--- src/hdl/mrs_pkg.sv ---
package mrs_pkg;

  localparam int unsigned MRS_NUM_CNT = 11;

  // Byte offsets of the counters and control registers; each counter occupies four bytes, MSB at lowest byte
  localparam logic [11:0] MRS_OFS_GOOD_BYTE   = 12'h188;
  localparam logic [11:0] MRS_OFS_BROADCAST   = 12'h18c;
  localparam logic [11:0] MRS_OFS_MULTICAST   = 12'h190;
  localparam logic [11:0] MRS_OFS_CRC_ERR     = 12'h194;
  localparam logic [11:0] MRS_OFS_DRIBBLE     = 12'h198;
  localparam logic [11:0] MRS_OFS_RUNT        = 12'h19c;
  localparam logic [11:0] MRS_OFS_JABBER      = 12'h1a0;
  localparam logic [11:0] MRS_OFS_UNDERSIZE   = 12'h1a4;
  localparam logic [11:0] MRS_OFS_OVERSIZE    = 12'h1a8;
  localparam logic [11:0] MRS_OFS_BIN_64      = 12'h1ac;
  localparam logic [11:0] MRS_OFS_BIN_127     = 12'h1b0;
  localparam logic [11:0] MRS_OFS_IRQ_STATUS  = 12'h1f0;
  localparam logic [11:0] MRS_OFS_IRQ_MASK    = 12'h1f4;
  localparam logic [11:0] MRS_OFS_MAX_LEN     = 12'h1f8;
  localparam logic [11:0] MRS_OFS_FIRST_CNT   = 12'h188;

  localparam logic [15:0] MRS_JABBER_LEN      = 16'h05ee;
  localparam logic [15:0] MRS_MIN_LEN         = 16'h0040;
  localparam logic [15:0] MRS_BIN2_LO         = 16'h0041;
  localparam logic [15:0] MRS_BIN2_HI         = 16'h007f;
  localparam logic [15:0] MRS_MAX_LEN_RST     = 16'h05ee;
  localparam logic [31:0] MRS_CNT_RST         = 32'h0000_0000;
  localparam logic [10:0] MRS_IRQ_RST         = 11'h000;

  // Counter indices, in register order
  typedef enum logic [3:0] {
    MRS_C_GOOD_BYTE = 4'h0,
    MRS_C_BROADCAST = 4'h1,
    MRS_C_MULTICAST = 4'h2,
    MRS_C_CRC_ERR   = 4'h3,
    MRS_C_DRIBBLE   = 4'h4,
    MRS_C_RUNT      = 4'h5,
    MRS_C_JABBER    = 4'h6,
    MRS_C_UNDERSIZE = 4'h7,
    MRS_C_OVERSIZE  = 4'h8,
    MRS_C_BIN_64    = 4'h9,
    MRS_C_BIN_127   = 4'ha
  } mrs_cnt_e;

  // One frame-end report from the receive path
  typedef struct packed {
    logic        valid;
    logic [15:0] length;
    logic        crc_err;
    logic        dribble;
    logic        runt;
    logic        broadcast;
    logic        multicast;
  } mrs_frame_s;

  typedef struct packed {
    logic        cyc;
    logic        stb;
    logic        we;
    logic [11:0] adr;
    logic [3:0]  sel;
    logic [31:0] dat;
  } mrs_wb_req_s;

  typedef struct packed {
    logic        ack;
    logic [31:0] dat;
  } mrs_wb_rsp_s;

endpackage

--- src/hdl/mrs_rx_stats.sv ---
// Summary of operation
// - Sum good frame bytes into 32-bit total
// - Count good broadcast frames
// - Count good multicast frames
// - Count frames failing checksum
// - Count frames with dribble bits
// - Count runt frames
// - Count over-1518 frames with checksum error
// - Count under-64 frames with good checksum
// - Count over-maximum frames with good checksum
// - Count all frames of 64 or fewer
// - Count frames of 65 to 127 bytes
// - That bin counts good and bad frames
// - Counter bytes big-endian over four addresses
//
// The Wishbone register port was decided locally.
`timescale 1ns/100ps
module mrs_rx_stats
  import mrs_pkg::*;
#(
  parameter int unsigned CNT_W = 32
) (
  input  wire logic        ref_clk,
  input  wire logic        arst_n,
  input  wire mrs_frame_s  frame,
  input  wire mrs_wb_req_s wb_req,
  output mrs_wb_rsp_s      wb_rsp,
  output logic             irq
);

  if (CNT_W != 32) begin : g_chk
    $error("mrs_rx_stats: CNT_W must be 32");
  end

  typedef struct packed {
    logic [MRS_NUM_CNT-1:0][31:0] cnt;
    logic [MRS_NUM_CNT-1:0]       sts;
    logic [MRS_NUM_CNT-1:0]       msk;
    logic [15:0]                  max_len;
    logic                         ack;
    logic [31:0]                  rdat;
  } mrs_state_s;

  mrs_state_s state_reg;
  mrs_state_s state_next;
  logic [MRS_NUM_CNT-1:0] hit;
  logic       good;
  logic       req;
  logic       wr;
  logic [3:0] idx;
  logic       is_cnt;
  logic [31:0] lm;

  // Word index of a counter address, or all-ones when none
  function automatic logic [3:0] cnt_index(input logic [11:0] a);
    logic [11:0] d;
    d = a - MRS_OFS_FIRST_CNT;
    if (a < MRS_OFS_FIRST_CNT || a > MRS_OFS_BIN_127) begin
      cnt_index = 4'hf;
    end else begin
      cnt_index = d[5:2];
    end
  endfunction

  // Byte-lane select: big-endian, MSB on the lowest byte address (lane 3)
  function automatic logic [31:0] lane_mask(input logic [3:0] s);
    lane_mask = {{8{s[3]}}, {8{s[2]}}, {8{s[1]}}, {8{s[0]}}};
  endfunction

  always_comb begin
    good = frame.valid & ~frame.crc_err & ~frame.dribble & ~frame.runt;
    hit = '0;
    hit[MRS_C_GOOD_BYTE] = good;
    hit[MRS_C_BROADCAST] = good & frame.broadcast;
    hit[MRS_C_MULTICAST] = good & frame.multicast;
    hit[MRS_C_CRC_ERR]   = frame.valid & frame.crc_err;
    hit[MRS_C_DRIBBLE]   = frame.valid & frame.dribble;
    hit[MRS_C_RUNT]      = frame.valid & frame.runt;
    hit[MRS_C_JABBER]    = frame.valid & frame.crc_err
                           & (frame.length > MRS_JABBER_LEN);
    hit[MRS_C_UNDERSIZE] = frame.valid & ~frame.crc_err
                           & (frame.length < MRS_MIN_LEN);
    hit[MRS_C_OVERSIZE]  = frame.valid & ~frame.crc_err
                           & (frame.length > state_reg.max_len);
    hit[MRS_C_BIN_64]    = frame.valid & (frame.length <= MRS_MIN_LEN);
    hit[MRS_C_BIN_127]   = frame.valid & (frame.length >= MRS_BIN2_LO)
                           & (frame.length <= MRS_BIN2_HI);
  end

  assign req    = wb_req.cyc & wb_req.stb & ~state_reg.ack;
  assign wr     = req & wb_req.we;
  assign idx    = cnt_index(wb_req.adr);
  assign is_cnt = (idx != 4'hf);
  assign lm     = lane_mask(wb_req.sel);

  always_comb begin
    state_next = state_reg;
    state_next.ack = req;
    for (int i = 0; i < MRS_NUM_CNT; i++) begin
      if (hit[i]) begin
        if (i == MRS_C_GOOD_BYTE) begin
          state_next.cnt[i] = state_reg.cnt[i] + {16'h0000, frame.length};
        end else begin
          state_next.cnt[i] = state_reg.cnt[i] + 32'h0000_0001;
        end
      end
    end
    // Status: new events win over a write-one clear in the same cycle
    if (wr && wb_req.adr == MRS_OFS_IRQ_STATUS) begin
      state_next.sts = state_reg.sts & ~(wb_req.dat[MRS_NUM_CNT-1:0] & {MRS_NUM_CNT{wb_req.sel[0]}});
    end
    state_next.sts = state_next.sts | hit;
    if (wr && wb_req.adr == MRS_OFS_IRQ_MASK) begin
      state_next.msk = (state_reg.msk & ~lm[MRS_NUM_CNT-1:0])
                       | (wb_req.dat[MRS_NUM_CNT-1:0] & lm[MRS_NUM_CNT-1:0]);
    end
    if (wr && wb_req.adr == MRS_OFS_MAX_LEN) begin
      state_next.max_len = (state_reg.max_len & ~lm[15:0])
                           | (wb_req.dat[15:0] & lm[15:0]);
    end
    // Reads have no side effect on any counter
    state_next.rdat = 32'h0000_0000;
    if (req && !wb_req.we) begin
      if (is_cnt) begin
        state_next.rdat = state_reg.cnt[idx];
      end else if (wb_req.adr == MRS_OFS_IRQ_STATUS) begin
        state_next.rdat = {21'h000000, state_reg.sts};
      end else if (wb_req.adr == MRS_OFS_IRQ_MASK) begin
        state_next.rdat = {21'h000000, state_reg.msk};
      end else if (wb_req.adr == MRS_OFS_MAX_LEN) begin
        state_next.rdat = {16'h0000, state_reg.max_len};
      end
    end
  end

  always_ff @(posedge ref_clk or negedge arst_n) begin
    if (!arst_n) begin
      state_reg.cnt     <= {MRS_NUM_CNT{MRS_CNT_RST}};
      state_reg.sts     <= MRS_IRQ_RST;
      state_reg.msk     <= MRS_IRQ_RST;
      state_reg.max_len <= MRS_MAX_LEN_RST;
      state_reg.ack     <= 1'b0;
      state_reg.rdat    <= 32'h0000_0000;
    end else begin
      state_reg <= state_next;
    end
  end

  assign wb_rsp.ack = state_reg.ack;
  assign wb_rsp.dat = state_reg.rdat;
  assign irq        = |(state_reg.sts & state_reg.msk);

endmodule

--- config.mk ---
export PLATFORM = sky130hd
export DESIGN_NAME = mrs_rx_stats
export DESIGN_NICKNAME = d
export VERILOG_FILES = /design/src/hdl/mrs_pkg.sv /design/src/hdl/mrs_rx_stats.sv
export SDC_FILE = /design/constraint.sdc
export NUM_CORES = 1
export LEC_CHECK = 0
export BUFFER_PORTS_ARGS = -buffer_cell sky130_fd_sc_hd__buf_2
export CAP_MARGIN = 20
export CORE_AREA = 2 2 216 218
export CTS_CLUSTER_DIAMETER = 80
export CTS_CLUSTER_SIZE = 25
export DETAILED_ROUTE_END_ITERATION = 12
export DIE_AREA = 0 0 218 220
export PLACE_DENSITY = 0.75
export SLEW_MARGIN = 20
export SYNTH_ARGS = -nofsm -noshare
export SYNTH_HDL_FRONTEND = slang
export SYNTH_SLANG_ARGS = --single-unit
--- constraint.sdc ---
create_clock -name ref_clk -period 2.98 [get_ports ref_clk]
set_input_delay 0.298 -clock ref_clk [delete_from_list [all_inputs] [get_ports ref_clk]]
set_output_delay 0.298 -clock ref_clk [all_outputs]
set_load 0.03 [all_outputs]
==> metrics.txt, run 1 <==
P_leak 11.40 nW; Residual DRC 0; Cell Pwr Density around 500 mW/mm2; number of global-route vias before repair 17,760; worst-path fanout max 18; largest net degree at the start of global routing 120; clk_lat worst skew approximately 0.57 ns; minimum clock period 2.871 ns; clk slew on worst S/H paths ~0.1 ns; synth unique cells 75; Final Hold Fails 0; sequential fraction of the synthesis area 0.4619; Starting Density 0.5001; final setup vio count 0; DR WL/cell 21.53 um; HPWL Detailed approximately 48,000 um; final cell count without fillers 2,985; Worst Hold Class input port to flop; CP Class flop to flop; GPL Wtd Cong approximately 0.95; Post-DRT Antenna Nets 0; CTS buffer count 25; Die Y around 220 um; Core Area 0.04586 mm2; largest area contributor in the synthesized netlist dfrtp_1; filler cell count 4,015; Syn. warnings 0; Yosys top cell area share 0.4528; layout overhead on the synthesized area 10.13%; DRT iter0 DRCs about 1,800; Setup TNS 0 ns; # nets final approximately 2,500; vias per inst between 6 and 7; Synth Register Bits 423; Max Buffers Root-to-Sink 3; ratio of cells with drive above 1 in the final layout 0.1186; initial antenna violation count 1; leading cell types by total area after synthesis dfrtp_1, xnor2_1, xor2_1, nand2_1, mux2i_1; Die Area 0.04796 mm2; Post-synth ARST share 1.000; pre-CTS setup slack -0.05339 ns; GR Util All Layers 0.2695; critical path data arrival time 3.31 ns; Mapped Avg Cell Area 10.05 um2; total gr overflow 0; final core utilization 0.5507; CP required 3.42 ns; die width approximately 220 um; CP Launch Type flop; Hold WS between 0.1 and 0.15 ns; Boundary Pins 109; synthesized instance count ~2,300; VDD IR max about 350 uV; final worst slack 0.1091 ns; slew margin rel. 0.2738; Cells after DPL slightly below 3,000; # clock sinks 423; Port Buffers 90; RSZ-0062 raised after global routing true; count leader, synth dfrtp_1; maximum capacitance violations 0; max FFs per register 363; first-pass GRT wire length just over 100,000 um; Peak Freq 0.3483 GHz; max-slew violations 0; DRT Pass-1 Iters 7; ys flop type dfrtp_1; worst-margin pin slew between 1 and 1.5 ns; synthesized cell area 0.02294 mm2; CTS tree built; Worst setup EP type flop; most common library cells after synthesis dfrtp_1, nand2_1, xnor2_1; syn nets 2,403; Period Utilization, post-route 0.9634; row cnt 79; clock skew 0.01730 ns; CTS H-Tree Depth 1; number of enable flip-flop cells after synthesis 0; vias roughly 18,000; status completed; Root Driver clkbuf_16; total wire length roughly 64,000 um; Setup Fix Bufs, Post-CTS 0
==> critical path: stages (launching register included) <==
cell and delay [ns]:
dfstp_2 0.54, inv_1 0.06, ha_1 0.29, a21oi_1 0.16
o21a_1 0.16, o211ai_1 0.15, a2111oi_4 0.97, nor4_1 0.19
xor2_1 0.20
==> power breakdown <==
| part | switching, W | internal [W] | total [W] |
|---|---|---|---|
| registers | 0.000478 | 0.00607 | 0.00655 |
| clock network | 0.00213 | 0.00181 | 0.00394 |
| logic | 0.00115 | 0.000808 | 0.00196 |
==> routing by layer <==
metal | track usage | up-vias | wire, um
li1 | - | 8317 | -
met1 | 0.3693 | 9071 | 27380
met5 | 0 | - | 0
met4 | 0.1206 | 0 | 3074
met3 | 0.03451 | 141 | 4414
met2 | 0.4295 | 763 | 29410
==> cells in the final DEF, fill, tap and decap left out, drive strengths merged, types with 79 or more instances in the layout <==
cell type and instances:
a21oi 85, buf 164, dfrtp 415, mux2i 79, nand2 242, nand3 128
nand4 82, nor2 121, o21ai 87, xnor2 221, xor2 120
==> layout make-up <==
class	instances	area, um2	share of cell area
multi-input combinational	1696	11580	0.4585
inverter	35	131.4	0.005201
timing repair buffer	181	1351	0.05350
clock inverter	15	205.2	0.008124
sequential	423	10600	0.4195
tap	607	759.5	0.03007
clock buffer	27	633.1	0.02507
antenna	1	2.502	0.00009907
==> cells by family (layout without fill, tap and decap cells) <==
group / Yosys count / count (layout) / share of synthesized area
AND/OR/NAND/NOR: 832 / 832 / 0.1866
flip-flops: 423 / 423 / 0.4619
AO/OA/AOI/OAI: 357 / 357 / 0.1065
XOR/XNOR: 341 / 341 / 0.1302
buffers and inverters: 164 / 258 / 0.03475
multiplexers: 121 / 121 / 0.05510
adder cells (fa/ha/maj): 45 / 45 / 0.02488
other: 0 / 1 / 0
==> through the flow <==
stage | total power, W | instance area [um2]
2_1_floorplan | 0.007797 | 22940
3_3_place_gp | 0.008449 | 24240
3_5_place_dp | 0.008536 | 24240
4_1_cts | 0.01245 | 25250
5_1_grt | 0.01299 | 25260
6_report | 0.01244 | 25260
==> repair_timing <==
item	CTS	global route
setup endpoints to repair	0	27
resized for setup	0	2
hold buffers	17	0
hold endpoints to repair	101	0
==> path summary, 6_finish.rpt <==
check                                     from  slack, ns  depth (start not counted)                    endpoint
min in group asynchronous               arst_n       0.32                          2  asynchronous set/reset pin
worst min-delay path                  frame[0]       0.11                          3              state_reg[137]
max in group asynchronous               arst_n       1.66                          3              state_reg[345]
worst min register to register  state_reg[390]       0.47                          1              state_reg[390]
worst max-delay path                      flop       0.11                          8              state_reg[341]
worst max register to register            flop       0.11                          8              state_reg[341]
(Power assumes the default switching activity.)
==> run 2, diff against run 1 <==
--- a/config.mk
+++ b/config.mk
@@ -13,6 +13,7 @@
 export DETAILED_ROUTE_END_ITERATION = 12
 export DIE_AREA = 0 0 218 220
 export PLACE_DENSITY = 0.75
+export SETUP_SLACK_MARGIN = 0.15
 export SLEW_MARGIN = 20
 export SYNTH_ARGS = -nofsm -noshare
 export SYNTH_HDL_FRONTEND = slang
==> metrics.txt, run 2 (synthesis results as in run 1) <==
Worst setup EP type flop; total wire length 64,090 um; CTS H-Tree Depth 1; # nets final 2,483; final setup vio count 0; Core Area 0.04586 mm2; critical path data arrival time 3.20 ns; RSZ-0062 raised after global routing false; final cell count without fillers 2,986; vias 18,300; row cnt 79; total gr overflow 0; Die Area 0.04796 mm2; number of global-route vias before repair 17,760; worst-margin pin slew about 0.88 ns; Boundary Pins roughly 110; HPWL Detailed 48,430 um; DRT Pass-1 Iters 6; # clock sinks 423; Worst Hold Class input port to flop; DRT iter0 DRCs around 1,600; ratio of cells with drive above 1 in the final layout 0.1203; CTS tree built; status completed; GPL Wtd Cong 0.9504; Final Cell Area 0.02532 mm2; Hold WS between 0.09 and 0.1 ns; max FFs per register 363; filler cell count 4,009; Period Utilization, post-route 0.9193; DR WL/cell between 20 and 25 um; final core utilization 0.5521; GR Util All Layers 0.2698; Cells after DPL 2,925; Max Buffers Root-to-Sink 3; first-pass GRT wire length around 100,000 um; Post-DRT Antenna Nets 0; CP Launch Type flop; max-slew violations 0; initial antenna violation count 1; largest net degree at the start of global routing 120; Final Hold Fails 0; clk_lat worst skew 0.58 ns; pre-CTS setup slack -0.05339 ns; final worst slack roughly 0.24 ns; slew margin rel. 0.4108; maximum capacitance violations 0; CTS buffer count 25; clock skew roughly 0.02 ns; Residual DRC 0; Starting Density 0.5001; Peak Freq 0.3650 GHz; vias per inst 6.128; clk slew on worst S/H paths between 0.1 and 0.15 ns; CP required between 3 and 4 ns; Die Y 220 um; Placed Area 0.02424 mm2; CP Class flop to flop; Port Buffers 90; worst-path fanout max 18; P_leak 11.44 nW; minimum clock period approximately 2.7 ns; layout overhead on the synthesized area 10.40%; VDD IR max 356.4 uV; Root Driver clkbuf_16; Cell Pwr Density approximately 500 mW/mm2; most frequent cells in the layout dfrtp_1, nand2_1, xnor2_1; die width 218 um; most common cell after layout, fill and taps aside dfrtp_1
## run 2: what timing repair did
| action | 4_1_cts | 5_1_grt |
|---|---|---|
| buffers inserted | 0 | 1 |
| setup endpoints to repair | 21 | 29 |
| hold buffers | 17 | 0 |
| gates cloned | 0 | 0 |
| endpoints found under the hold margin | 101 | 0 |
| resized for setup | 2 | 6 |
| pin swaps | 1 | 1 |
## run 2: area by class of cell
| cell class | count | area (um2) | area share |
|---|---|---|---|
| clock buffers | 27 | 633.1 | 0.02500 |
| flip-flops and latches | 423 | 10600 | 0.4184 |
| repair buffers | 182 | 1371 | 0.05416 |
| multi-input cells | 1696 | 11620 | 0.4590 |
| well taps | 607 | 759.5 | 0.02999 |
| clock inverters | 15 | 205.2 | 0.008104 |
| diodes | 1 | 2.502 | 0.00009882 |
| inverters | 35 | 131.4 | 0.005188 |
## run 2: per-stage QoR
step	TNS (ns)	total power [W]
floorplan	0	0.007797
finish	0	0.01249
global placement	0	0.008449
CTS	0	0.01246
detailed placement	-0.09902	0.008536
global route	0	0.01304
## run 2: worst paths after layout
kind	slack, ns	cells after the start	end	startpoint
max	0.24	9	state_reg[332]	flop
min	0.1	3	state_reg[137]	frame[0]
max reg2reg	0.24	9	state_reg[332]	flop
min reg2reg	0.47	1	state_reg[390]	state_reg[390]
max in group asynchronous	1.66	3	state_reg[345]	arst_n
min in group asynchronous	0.32	2	asynchronous set/reset pin	arst_n
## run 2: per-layer routing
metal	global-route usage	wire, um	vias to the layer above
li1	-	-	8325
met2	0.4298	29280	761
met4	0.1206	3112	0
met5	0	0	-
met1	0.3700	27040	9070
met3	0.03451	4654	142
## run 2: report_power, final
part	switching, W	internal, W	total, W
Clock	0.00214	0.00181	0.00394
Combinational	0.00118	0.000819	0.00200
Sequential	0.000475	0.00607	0.00654
Total	0.00379	0.00869	0.0125
## run 2: worst max-delay path, stage by stage (launching register included)
cell,delay (ns)
dfstp_2,0.54
inv_1,0.06
ha_1,0.30
nand2_1,0.08
or4_4,0.56
a21oi_4,0.17
a2111oi_4,0.08
buf_12,0.17
or4_1,0.52
xnor2_1,0.15
==> run 3, diff against run 2 <==
--- a/config.mk
+++ b/config.mk
@@ -14,7 +14,7 @@
 export DIE_AREA = 0 0 218 220
 export PLACE_DENSITY = 0.75
 export SETUP_SLACK_MARGIN = 0.15
-export SLEW_MARGIN = 20
+export SLEW_MARGIN = 40
 export SYNTH_ARGS = -nofsm -noshare
 export SYNTH_HDL_FRONTEND = slang
 export SYNTH_SLANG_ARGS = --single-unit
==> constraint.sdc (replaced) <==
create_clock -name ref_clk -period 3.3 [get_ports ref_clk]
set_input_delay 0.33 -clock ref_clk [delete_from_list [all_inputs] [get_ports ref_clk]]
set_output_delay 0.33 -clock ref_clk [all_outputs]
set_load 0.03 [all_outputs]
==> metrics.txt, run 3 (synthesis results as in run 1) <==
Cell Pwr Density between 400 and 500 mW/mm2; layout overhead on the synthesized area 8.827%; first-pass GRT wire length slightly above 100,000 um; # clock sinks 423; Worst Hold Class input port to flop; GPL Wtd Cong 0.9393; CTS resizes 0; CP top delay family compound AO/OA/AOI/OAI gates; slew margin rel. 0.4395; initial antenna violation count 0; DRT Pass-1 Iters 5; Setup TNS 0 ns; CP Launch Type flop; cells along the critical path ha_1 -> o21a_1 -> o211ai_1 -> a311oi_1 -> a211oi_2 -> nor4b_1 -> xor2_1; Die Y 220 um; row cnt 79; Starting Density 0.5001; CP required 3.80 ns; most frequent cells in the layout dfrtp_1, nand2_1, xnor2_1; vias per inst 6.169; Peak Freq 0.3416 GHz; worst-path fanout max 8; worst-margin pin slew ~0.83 ns; clock skew ~0.035 ns; ratio of cells with drive above 1 in the final layout 0.1118; CTS H-Tree Depth 1; minimum clock period 2.927 ns; antenna diode count 0; area of the multi-input gates around 0.012 mm2; CP Class flop to flop; P_leak about 11 nW; total power 0.01100 W; Final Hold Fails 0; die width approximately 220 um; max FFs per register 363; Boundary Pins 109; Period Utilization, post-route 0.8870; total gr overflow 0; max-slew violations 0; vias roughly 18,000; Hold WS 0.01739 ns; Placed Area 0.02407 mm2; Final Cell Area between 0.02 and 0.025 mm2; HPWL Detailed roughly 48,000 um; Worst setup EP type flop; critical path data arrival time ~3.4 ns; Root Driver clkbuf_16; CP bufs+invs 0; CTS tree built; largest net degree at the start of global routing 118; maximum capacitance violations 0; critical path's largest stage delay ~0.7 ns; Max Buffers Root-to-Sink 3; Die Area 0.04796 mm2; DR WL/cell 21.65 um; Setup Fix Bufs, Post-CTS 0; Crit-path slowest cell a311oi_1; Post-DRT Antenna Nets 0; Residual DRC 0; # nets final approximately 2,500; Port Buffers 90; status completed; RSZ-0062 raised after global routing false; most common cell after layout, fill and taps aside dfrtp_1; total wire length 64,080 um; clk_lat worst skew 0.60 ns; VDD IR max 407.3 uV; CTS buffer count 23; DRT iter0 DRCs roughly 1,800; Reg area between 0.01 and 0.015 mm2; final setup vio count 0; clk slew on worst S/H paths 0.10 ns; Core Area ~0.046 mm2; number of global-route vias before repair 17,670; filler cell count 4,049; R2R Setup Slk around 0.37 ns; GR Util All Layers 0.2695
==> run 3: worst register-to-register path, stage by stage, from the launching register on <==
cell      delay [ns]
dfrtp_1         0.46
ha_1            0.38
o21a_1          0.15
o211ai_1        0.18
a311oi_1        0.72
a211oi_2        0.33
nor4b_1         0.46
xor2_1          0.18
==> run 3: final timing paths <==
check / endpoint / from / cells after the start
min reg2reg: state_reg[166] / state_reg[166] / 1
min in group asynchronous: state_reg[76] / arst_n / 2
max reg2reg: state_reg[96] / state_reg[76] / 7
min: flop / wb_req[0] / 2
max: state_reg[96] / state_reg[76] / 7
max in group asynchronous: state_reg[133] / arst_n / 3
==> run 3: where the power goes <==
| part | switching [W] | internal, W |
|---|---|---|
| combinational | 0.00104 | 0.000713 |
| sequential | 0.000441 | 0.00548 |
| clock | 0.00184 | 0.00148 |
| total | 0.00333 | 0.00767 |
==> run 3: final cells by class <==
type	instances	area share
clock buffer	24	0.02321
multi-input combinational	1696	0.4644
sequential	423	0.4245
timing repair buffer	163	0.04592
inverter	35	0.005263
clock inverter	12	0.006316
tap	607	0.03043
==> run 3: metrics by stage <==
stage | instances | utilization | worst slack [ns]
global placement | 2909 | 0.5245 | 0.3990
CTS | 2960 | 0.5439 | 0.4491
finish | 2960 | 0.5442 | 0.3729
global route | 2960 | 0.5442 | 0.2575
floorplan | 2283 | - | 0.7337
detailed placement | 2910 | 0.5248 | 0.3743
==> run 3: layer usage <==
layer,GRT usage,up-vias,part of all wire
met5,0,-,0
met4,0.1100,0,0.042
met3,0.03285,127,0.074
met2,0.4270,757,0.46
met1,0.3766,9109,0.42
li1,-,8267,-
==> run 3: repair_timing <==
| action | 4_1_cts | 5_1_grt |
|---|---|---|
| setup endpoints to repair | 0 | 0 |
| endpoints found under the hold margin | 80 | 0 |
| hold buffers | 14 | 0 |
